<file path="src/pkg/dihpm_defs.vh">
`ifndef DIHPM_DEFS_VH
`define DIHPM_DEFS_VH
// ==========================================================
// pin function codes
`define DIHPM_FN_DECODER 2'h0
`define DIHPM_FN_TIMER   2'h1
`define DIHPM_FN_SERIAL  2'h2
`define DIHPM_FN_PORT    2'h3
// ==========================================================
// port c bit positions of the two pins
`define DIHPM_INDEX_BIT 2
`define DIHPM_HOME_BIT  3
// ==========================================================
// reset values
`define DIHPM_PULLUP_RST 1'b1
`define DIHPM_PORT_RST   1'b0
`endif

</file>
<file path="src/core/dihpm_top.v">
`timescale 1ns/1ns
`include "dihpm_defs.vh"
// How it works
// RULE1: on the full variant the index pin feeds the decoder index input after reset.
// RULE2: on the full variant the home pin feeds the decoder home input after reset.
// RULE3: on the reduced variant neither pin has a function until software selects one.
// RULE4: the index alternate-select bit routes the index pin to serial data.
// RULE5: the home alternate-select bit routes the home pin to serial slave select.
// RULE6: clearing port c pull-up bit 2 turns off the index pin pull-up.
// RULE7: clearing port c pull-up bit 3 turns off the home pin pull-up.
// RULE8: in slave mode the data-out pin floats while slave select is not asserted.
// RULE9: a selected slave drives each bit half a serial clock before it is sampled.
// RULE10: slave select arbitrates in master mode and selects in slave mode.
// RULE11: in port mode each pin has its own direction bit.
// RULE12: with no other selection each pin stays on its decoder input.
module dihpm_top #(
  parameter FULL_VARIANT = 1
) (
  // clock and reset
  input wire clk_sys,
  input wire rst,
  // function selection
  input wire index_pin_alt_select,
  input wire home_pin_alt_select,
  input wire index_timer_select,
  input wire home_timer_select,
  input wire index_port_select,
  input wire home_port_select,
  input wire index_decoder_select,
  input wire home_decoder_select,
  input wire [3:2] port_c_pullup_enable,
  // port c bits
  input wire [3:2] port_c_dir_out,
  input wire [3:2] port_c_out,
  output reg [3:2] port_c_in_r,
  // timer channels
  input wire timer_b_chan2_oe,
  input wire timer_b_chan2_out,
  input wire timer_b_chan3_oe,
  input wire timer_b_chan3_out,
  output reg timer_b_chan2_in_r,
  output reg timer_b_chan3_in_r,
  // serial peripheral
  input wire serial_slave_mode,
  input wire serial_sclk_in,
  input wire serial_sample_rising,
  input wire serial_tx_bit,
  output reg serial_data_in_1_r,
  output reg serial_slave_selected_r,
  output reg serial_mode_fault_r,
  output reg serial_launch_r,
  // decoder inputs
  output reg decoder_index_in_r,
  output reg decoder_home_in_r,
  // index pin
  input wire index_pin_in,
  output wire index_pin_out,
  output wire index_pin_oe_n,
  output wire index_pin_pullup,
  // home pin
  input wire home_pin_in,
  output wire home_pin_out,
  output wire home_pin_oe_n,
  output wire home_pin_pullup,
  // status
  output reg [1:0] index_func_r,
  output reg [1:0] home_func_r,
  output reg index_func_valid_r,
  output reg home_func_valid_r
);
  // ==========================================================
  // function selection
  reg [1:0] index_fn_nxt;
  reg [1:0] home_fn_nxt;
  reg index_valid_nxt;
  reg home_valid_nxt;
  wire ss_low;
  wire slave_sel;
  wire so_out;
  wire so_oe;
  wire so_launch;

  // priority: alternate, port, timer, decoder
  always @* begin
    index_fn_nxt = `DIHPM_FN_DECODER; // RULE12
    index_valid_nxt = (FULL_VARIANT != 0) | index_decoder_select; // RULE1 RULE3
    if (index_pin_alt_select) begin
      index_fn_nxt = `DIHPM_FN_SERIAL; // RULE4
      index_valid_nxt = 1'b1;
    end else if (index_port_select) begin
      index_fn_nxt = `DIHPM_FN_PORT;
      index_valid_nxt = 1'b1;
    end else if (index_timer_select) begin
      index_fn_nxt = `DIHPM_FN_TIMER;
      index_valid_nxt = 1'b1;
    end
  end

  always @* begin
    home_fn_nxt = `DIHPM_FN_DECODER; // RULE12
    home_valid_nxt = (FULL_VARIANT != 0) | home_decoder_select; // RULE2 RULE3
    if (home_pin_alt_select) begin
      home_fn_nxt = `DIHPM_FN_SERIAL; // RULE5
      home_valid_nxt = 1'b1;
    end else if (home_port_select) begin
      home_fn_nxt = `DIHPM_FN_PORT;
      home_valid_nxt = 1'b1;
    end else if (home_timer_select) begin
      home_fn_nxt = `DIHPM_FN_TIMER;
      home_valid_nxt = 1'b1;
    end
  end

  // ==========================================================
  // slave select handling
  assign ss_low = home_func_valid_r & (home_func_r == `DIHPM_FN_SERIAL) & ~home_pin_in;
  assign slave_sel = serial_slave_mode & ss_low; // RULE10

  // ==========================================================
  // input routing registers
  always @(posedge clk_sys or posedge rst) begin
    if (rst) begin
      index_func_r <= `DIHPM_FN_DECODER;
      home_func_r <= `DIHPM_FN_DECODER;
      index_func_valid_r <= 1'b0;
      home_func_valid_r <= 1'b0;
      decoder_index_in_r <= 1'b0;
      decoder_home_in_r <= 1'b0;
      timer_b_chan2_in_r <= 1'b0;
      timer_b_chan3_in_r <= 1'b0;
      serial_data_in_1_r <= 1'b0;
      serial_slave_selected_r <= 1'b0;
      serial_mode_fault_r <= 1'b0;
      serial_launch_r <= 1'b0;
      port_c_in_r <= 2'h0;
    end else begin
      index_func_r <= index_fn_nxt;
      home_func_r <= home_fn_nxt;
      index_func_valid_r <= index_valid_nxt;
      home_func_valid_r <= home_valid_nxt;
      decoder_index_in_r <= index_func_valid_r & (index_func_r == `DIHPM_FN_DECODER)
        & index_pin_in; // RULE1
      decoder_home_in_r <= home_func_valid_r & (home_func_r == `DIHPM_FN_DECODER)
        & home_pin_in; // RULE2
      timer_b_chan2_in_r <= (index_func_r == `DIHPM_FN_TIMER) & index_pin_in;
      timer_b_chan3_in_r <= (home_func_r == `DIHPM_FN_TIMER) & home_pin_in;
      serial_data_in_1_r <= (index_func_r == `DIHPM_FN_SERIAL) & index_pin_in; // RULE4
      serial_slave_selected_r <= slave_sel; // RULE10
      serial_mode_fault_r <= ~serial_slave_mode & ss_low; // RULE10
      serial_launch_r <= so_launch;
      port_c_in_r[`DIHPM_INDEX_BIT] <= (index_func_r == `DIHPM_FN_PORT) & index_pin_in;
      port_c_in_r[`DIHPM_HOME_BIT] <= (home_func_r == `DIHPM_FN_PORT) & home_pin_in;
    end
  end

  // ==========================================================
  // slave data out on the index pin
  dihpm_slave_out u_so (
    .clk_sys(clk_sys),
    .rst(rst),
    .slave_mode(serial_slave_mode),
    .selected(slave_sel),
    .sclk_in(serial_sclk_in),
    .sample_rising(serial_sample_rising),
    .tx_bit(serial_tx_bit),
    .data_out_r(so_out),
    .data_oe_r(so_oe),
    .launch_r(so_launch)
  );

  // ==========================================================
  // pads
  dihpm_pad u_index (
    .clk_sys(clk_sys),
    .rst(rst),
    .func(index_func_r),
    .func_valid(index_func_valid_r),
    .pullup_en(port_c_pullup_enable[`DIHPM_INDEX_BIT]), // RULE6
    .port_dir_out(port_c_dir_out[`DIHPM_INDEX_BIT]), // RULE11
    .port_out(port_c_out[`DIHPM_INDEX_BIT]),
    .timer_oe(timer_b_chan2_oe),
    .timer_out(timer_b_chan2_out),
    .serial_oe(so_oe), // RULE8
    .serial_out(so_out), // RULE9
    .pad_out_r(index_pin_out),
    .pad_oe_n_r(index_pin_oe_n),
    .pad_pullup_r(index_pin_pullup)
  );

  // slave select is input only, so serial drive is off
  dihpm_pad u_home (
    .clk_sys(clk_sys),
    .rst(rst),
    .func(home_func_r),
    .func_valid(home_func_valid_r),
    .pullup_en(port_c_pullup_enable[`DIHPM_HOME_BIT]), // RULE7
    .port_dir_out(port_c_dir_out[`DIHPM_HOME_BIT]), // RULE11
    .port_out(port_c_out[`DIHPM_HOME_BIT]),
    .timer_oe(timer_b_chan3_oe),
    .timer_out(timer_b_chan3_out),
    .serial_oe(1'b0),
    .serial_out(1'b0),
    .pad_out_r(home_pin_out),
    .pad_oe_n_r(home_pin_oe_n),
    .pad_pullup_r(home_pin_pullup)
  );
endmodule

</file>
<file path="src/core/dihpm_pad.v">
`timescale 1ns/1ns
`include "dihpm_defs.vh"
// ==========================================================
// one multiplexed pad: picks the owner of the output and registers the pull-up
module dihpm_pad (
  // clock and reset
  input wire clk_sys,
  input wire rst,
  // control
  input wire [1:0] func,
  input wire func_valid,
  input wire pullup_en,
  input wire port_dir_out,
  input wire port_out,
  input wire timer_oe,
  input wire timer_out,
  input wire serial_oe,
  input wire serial_out,
  // registered pad drive
  output reg pad_out_r,
  output reg pad_oe_n_r,
  output reg pad_pullup_r
);
  reg out_nxt;
  reg oe_nxt;

  // choose pad drive from the selected function
  always @* begin
    out_nxt = 1'b0;
    oe_nxt = 1'b0;
    if (func_valid) begin
      case (func)
        `DIHPM_FN_TIMER: begin
          out_nxt = timer_out;
          oe_nxt = timer_oe;
        end
        `DIHPM_FN_SERIAL: begin
          out_nxt = serial_out;
          oe_nxt = serial_oe;
        end
        `DIHPM_FN_PORT: begin
          out_nxt = port_out;
          oe_nxt = port_dir_out; // RULE11
        end
        default: begin
          out_nxt = 1'b0;
          oe_nxt = 1'b0;
        end
      endcase
    end
  end

  // pad drive registers; enable is low while driving
  always @(posedge clk_sys or posedge rst) begin
    if (rst) begin
      pad_out_r <= 1'b0;
      pad_oe_n_r <= 1'b1;
      pad_pullup_r <= `DIHPM_PULLUP_RST;
    end else begin
      pad_out_r <= out_nxt;
      pad_oe_n_r <= ~oe_nxt;
      pad_pullup_r <= pullup_en;
    end
  end
endmodule

</file>
<file path="src/core/dihpm_slave_out.v">
`timescale 1ns/1ns
`include "dihpm_defs.vh"
// ==========================================================
// slave data-out launcher: shifts on the opposite edge to sampling
module dihpm_slave_out (
  // clock and reset
  input wire clk_sys,
  input wire rst,
  // serial controls
  input wire slave_mode,
  input wire selected,
  input wire sclk_in,
  input wire sample_rising,
  input wire tx_bit,
  // launched data
  output reg data_out_r,
  output reg data_oe_r,
  output reg launch_r
);
  reg sclk_d_r;
  wire launch_edge;

  // launch on the edge opposite the master's sampling edge
  assign launch_edge = sample_rising ? (sclk_d_r & ~sclk_in) : (~sclk_d_r & sclk_in);

  // sclk history and data launch
  always @(posedge clk_sys or posedge rst) begin
    if (rst) begin
      sclk_d_r <= 1'b0;
      data_out_r <= 1'b0;
      data_oe_r <= 1'b0;
      launch_r <= 1'b0;
    end else begin
      sclk_d_r <= sclk_in;
      launch_r <= slave_mode & selected & launch_edge;
      data_oe_r <= slave_mode & selected; // RULE8
      if (slave_mode & selected & (launch_edge | ~data_oe_r))
        data_out_r <= tx_bit; // RULE9
    end
  end
endmodule

</file>
<file path="config.mk">
export PLATFORM = sky130hd
export DESIGN_NAME = dihpm_top
export DESIGN_NICKNAME = d
export VERILOG_FILES = /design/src/core/dihpm_top.v /design/src/core/dihpm_pad.v /design/src/core/dihpm_slave_out.v
export VERILOG_INCLUDE_DIRS = /design/src /design/src/pkg
export SDC_FILE = /design/constraint.sdc
export NUM_CORES = 1
export LEC_CHECK = 0
export ABC_AREA = 1
export BUFFER_PORTS_ARGS = -buffer_cell sky130_fd_sc_hd__buf_2
export CAP_MARGIN = 20
export CORE_MARGIN = 8
export CORE_UTILIZATION = 47
export DETAILED_ROUTE_END_ITERATION = 10
export GPL_TIMING_DRIVEN = 0
export PLACE_DENSITY_LB_ADDON = 0.08
export SYNTH_ARGS = -nofsm -noshare
export SYNTH_HDL_FRONTEND = slang
export SYNTH_HIERARCHICAL = 1
export SYNTH_SLANG_ARGS = --single-unit
</file>
<file path="constraint.sdc">
create_clock -name clk_sys -period 1.85 [get_ports clk_sys]
set_input_delay 0.0925 -clock clk_sys [delete_from_list [all_inputs] [get_ports clk_sys]]
set_output_delay 0.0925 -clock clk_sys [all_outputs]
set_load 0.02 [all_outputs]
</file>
==> metrics.cfg, run 1 <==
[run_status]
outcome = finished clean

[timing]
fmax_ghz = 0.715
worst_slack_ps = 452
holdWs_ps = 36.8
finalSetupTns_ps = 0
rsz0062_at_grt = no
max-slew-margin-rel_pct = 63.8
setup_viol = 0
fin_skew_ps = 2.43
post-route-period-util_pct = 75.6
worst_slew_pin_slew_ps = 542
hold_violations = 0
fin_crit_ps = 1400
maxSlewViolCount = 0

[clocking]
cts_resized = 0
clk_path_buf_depth = 2
numCtsBuffers = 3
clockRootBuffer = clkbuf_4
insertion_delay_ps = 300
cts.clk_slew.worst_paths_ps = 120
clock-sinks = 25
htreeDepth = 1
postCtsSetupBuffers = 0
cts_tree = yes
postCtsHoldBufs = 12

[floorplanning]
top_level_ports = 48
die_width_um = 61.7
dieHeight_um = 61.7
core_um2 = 1960
rows = 16
die_area_um2 = 3810
initial_utilization_pct = 50.0

[critical_path]
crit_path_frequent_cell = nand2_1
slowest_delay_ps = 510
worstPathMaxFanout = 8
crit_type = reg -> reg
worst_setup_path_end_kind = flip-flop
cp.arrival_ps = 1600
cp_num_buf_inv = 1
crit_family = simple AND/OR/NAND/NOR gates
worst_path_max_delay_cell = dfrtp_1
cp_cell_sequence = inv_1 -> nor2_2 -> nand2_1 -> nor2_1 -> nand2_1 -> or2_0 -> nand3_1 -> nand2_1
start_kind = flip-flop
required_ps = 2060

[synth]
ys_seq_area_share_pct = 64.3
netlist_instances = 103
synthTopCellsByArea = dfrtp_1, dfstp_2, nand3_1
synth-seq-cells = 25
syn_area_per_cell_um2 = 9.52
synth_top_area_cell = dfrtp_1
yosysTopAreaCellShare_pct = 53.6
ys_types = 15
syn_area_um2 = 981
yosysWarnings = 6

[route]
drtAntennaViolNets = 0
drc_errors = 0
via_count = 851
firstDrtPassIters = 4
drt_iter0_markers = 30
routed_wl_um = 2150
viasPerCell = 4.41
wire_per_inst_um = 11.1

[placement]
hpwlAfterDp_um = 1620
io_buffers = 45
place_ws_ps = 465
gp_congestion = 0.733

[power_and_ir_drop]
peakVddDrop_mv = 0.425
p_leak_nw = 0.822
powerDensity_nw_per_um2 = 703

[global_route]
grt_pass1_wl_um = 3520
grt-ovfl-total = 0
groute.usage.overall_pct = 12.4
grt_pass1_vias = 837
grt_start_max_net_pins = 16
antenna_found_initial = 0

[hold_path]
hold_class = in -> reg

[finish]
antennaDiodeCount = 0
final_cell_mix = buf_2, dfrtp_1, inv_1, nand3_1
fin_nets = 193
area_growth_syn_to_layout_pct = 42.7
drive_above_1_share_pct = 36.7
final_common_cell = buf_2
reg.largest.list = home_func_r: 2 flops, index_func_r: 2 flops, port_c_in_r: 2 flops

[job]
cap_violations = 0

worst register-to-register path, stage by stage, from the launching register on:
cell,delay (ps)
dfrtp_1,510
inv_1,90
nor2_2,100
nand2_1,80
nor2_1,120
nand2_1,80
or2_0,200
nand3_1,80
nand2_1,50
power by group:
group	total, mW	switching [mW]	internal (mW)
registers	0.598	0.0218	0.577
clock network	0.223	0.139	0.0840
logic	0.164	0.0898	0.0737
total	0.985	0.250	0.734
logic make-up (layout without fill, tap and decap cells):
| logic type | after synthesis | count (layout) | synth area share [%] |
|---|---|---|---|
| simple gates | 52 | 52 | 25.4 |
| buf+inv | 24 | 86 | 9.57 |
| other cells | 2 | 3 | 0.766 |
| flops | 25 | 25 | 64.3 |
final cells by class:
type	instances	area (um^2)
Sequential cell	25	631
Fill cell	160	562
Timing Repair Buffer	58	355
Multi-Input combinational cell	55	260
Inverter	23	86.3
Tap cell	27	33.8
Clock buffer	4	26.3
Buffer	1	7.51
Yosys cell counts, drive strengths merged:
cell,n
conb,2
nor3,6
nor2,9
inv,23
dfrtp,21
buf,1
nand3,19
dfstp,4
or2,3
nand2,15
per-stage QoR:
stage          power, mW  cells  cell area, um^2  util (%)
2_1_floorplan      0.689    104              985         -
3_3_place_gp       0.747    176             1240      63.4
3_5_place_dp       0.752    176             1240      63.4
4_1_cts            0.998    192             1390      70.9
5_1_grt             1.05    193             1400      71.4
6_report           0.985    193             1400      71.4
final timing paths:
path | start | end | slack (ps) | cells past startpoint
hold reg to reg | u_so/launch_r | serial_launch_r | 360 | 0
hold / removal | index_timer_select | index_func_r[0] | 40 | 3
max in group asynchronous | rst | index_func_r[1] | 1090 | 3
min in group asynchronous | rst | u_index/pad_out_r | 210 | 3
setup / recovery | home_func_valid_r | u_so/data_out_r | 450 | 8
setup reg to reg | home_func_valid_r | u_so/data_out_r | 450 | 8
layer usage:
metal | share of wire, % | track usage (%) | vias to the layer above
met5 | 0 | 0 | -
met2 | 50 | 21.0 | 37
met1 | 37 | 13.7 | 381
met4 | 0.79 | 4.87 | 0
met3 | 12 | 4.38 | 2
li1 | - | - | 431
No activity file was read; power rests on OpenSTA's default activity.
==> run 2, diff against run 1 <==
Settings changed: CORE_UTILIZATION 47 to 44.
Clock period 1.85 ns to 1.4 ns, I/O delays scaled along.
==> run 2 against run 1 <==
Compared with the run above: worst hold slack worse by 29 ps; cell count is 4.1% higher; largest power group unchanged; routed wire length up 8.9%; sequential power is 31% higher; combinational power grew 48%; clock skew is 1.4 ps lower; cell area increased by 4.7%; core utilization fell by 3.8 points; clock power rose by 43%; non-clock buffer count increased by 7.
==> metrics.cfg, run 2 (same netlist as run 1, synthesis figures left out) <==
[critical_path]
reg2reg_slack_ps = 120
worstPathMaxFanout = 4
required_ps = 1630
cp_cell_sequence = nor2_2 -> nand2_2 -> nor2_2 -> nand2_1 -> or2_0 -> nand3_1 -> nand2_1
cp_num_buf_inv = 0
worst_path_max_delay_cell = dfrtp_2
crit_type = reg -> reg
start_kind = flip-flop
slowest_delay_ps = 460
worst_setup_path_end_kind = flip-flop
cp.arrival_ps = 1500
crit_family = simple AND/OR/NAND/NOR gates

[floorplanning]
die_area_um2 = 4000
core_um2 = 2170
initial_utilization_pct = 45.2
rows = 17
top_level_ports = 48
die_width_um = 63.2
dieHeight_um = 63.2

[global_route]
grt_pass1_wl_um = 3950
antenna_found_initial = 0
grt_start_max_net_pins = 16
grt-ovfl-total = 0
groute.usage.overall_pct = 12.0
grt_pass1_vias = 947

[finish]
reg.largest.list = home_func_r: 2 flops, index_func_r: 2 flops, port_c_in_r: 2 flops
final_cell_mix = buf_2, inv_1, dfrtp_1, nand3_1, dlygate4sd3_1
drive_above_1_share_pct = 42.2
area_growth_syn_to_layout_pct = 49.5
final_common_cell = buf_2
antennaDiodeCount = 0
nFillCells = 190
fin_nets = 200

[clocking]
cts.clk_slew.worst_paths_ps = 130
numCtsBuffers = 3
insertion_delay_ps = 310
clk_path_buf_depth = 2
clock-sinks = 25
cts_tree = yes
clockRootBuffer = clkbuf_4
htreeDepth = 1

[timing]
fin_crit_ps = 1280
post-route-period-util_pct = 91.2
maxSlewViolCount = 0
max-slew-margin-rel_pct = 63.8
fmax_ghz = 0.783
worst_slew_pin_slew_ps = 542
fin_skew_ps = 1.02
finalSetupTns_ps = 0
setup_viol = 0
worst_slack_ps = 123
hold_violations = 0

[route]
via_count = 902
routed_wl_um = 2340
drtAntennaViolNets = 0
firstDrtPassIters = 4
wire_per_inst_um = 11.7
drc_errors = 0
drt_iter0_markers = 5
viasPerCell = 4.49

[power_and_ir_drop]
power_mw = 1.35
p_leak_nw = 0.857
peakVddDrop_mv = 0.685
powerDensity_nw_per_um2 = 918

[placement]
hpwlAfterDp_um = 1720
place_ws_ps = -0.764
io_buffers = 45
gp_congestion = 0.740

[job]
cap_violations = 0

[hold_path]
hold_class = in -> reg

[run_status]
outcome = finished clean

-- run 2: final timing paths --
kind	startpoint	endpoint	cells past startpoint
min	timer_b_chan3_oe	u_home/pad_oe_n_r	4
max	home_func_r[0]	u_so/data_out_r	7
min reg2reg	u_so/launch_r	serial_launch_r	0
min in group asynchronous	rst	u_home/pad_out_r	3
max in group asynchronous	rst	home_func_r[0]	3
max reg2reg	home_func_r[0]	u_so/data_out_r	7
-- run 2: layout make-up --
| class | count | area [um^2] | area share (%) |
|---|---|---|---|
| Buffer | 1 | 7.51 | 0.512 |
| Clock buffer | 3 | 22.5 | 1.54 |
| Clock inverter | 1 | 5.00 | 0.341 |
| Inverter | 23 | 86.3 | 5.89 |
| Multi-Input combinational cell | 55 | 265 | 18.1 |
| Sequential cell | 25 | 634 | 43.3 |
| Tap cell | 28 | 35.0 | 2.39 |
| Timing Repair Buffer | 65 | 410 | 28.0 |
-- run 2: power breakdown --
part	switching, mW	leakage (nW)	internal, mW
sequential	0.0224	0.311	0.763
combinational	0.130	0.527	0.112
clock	0.211	0.0177	0.107
total	0.364	0.857	0.983
-- run 2: per-stage QoR --
step / util (%) / instances / cell area [um^2] / hold slack, ps
global route: 67.6 / 201 / 1470 / 5.50
CTS: 65.2 / 195 / 1410 / 5.13
global placement: 57.4 / 177 / 1240 / -22.3
detailed placement: 57.4 / 177 / 1240 / -23.4
floorplan: - / 104 / 985 / -178
finish: 67.6 / 201 / 1470 / 7.42
-- run 2: what timing repair did --
action,in CTS,in global routing
hold buffers,14,0
setup buffers,0,6
endpoints found under the setup margin,1,1
resized for setup,1,4
hold endpoints to repair,40,0
-- run 2: worst reg2reg max path, cell delays in order, from the launching register on --
cell	delay, ps
dfrtp_2	460
nor2_2	150
nand2_2	90
nor2_2	100
nand2_1	80
or2_0	200
nand3_1	80
nand2_1	50
-- run 2: metal layers --
metal | vias to the layer above | track usage [%] | wire, um
met5 | - | 0 | 0
li1 | 445 | - | -
met4 | 0 | 4.18 | 45
met3 | 6 | 5.48 | 209
met1 | 420 | 11.3 | 869
met2 | 31 | 22.2 | 1220
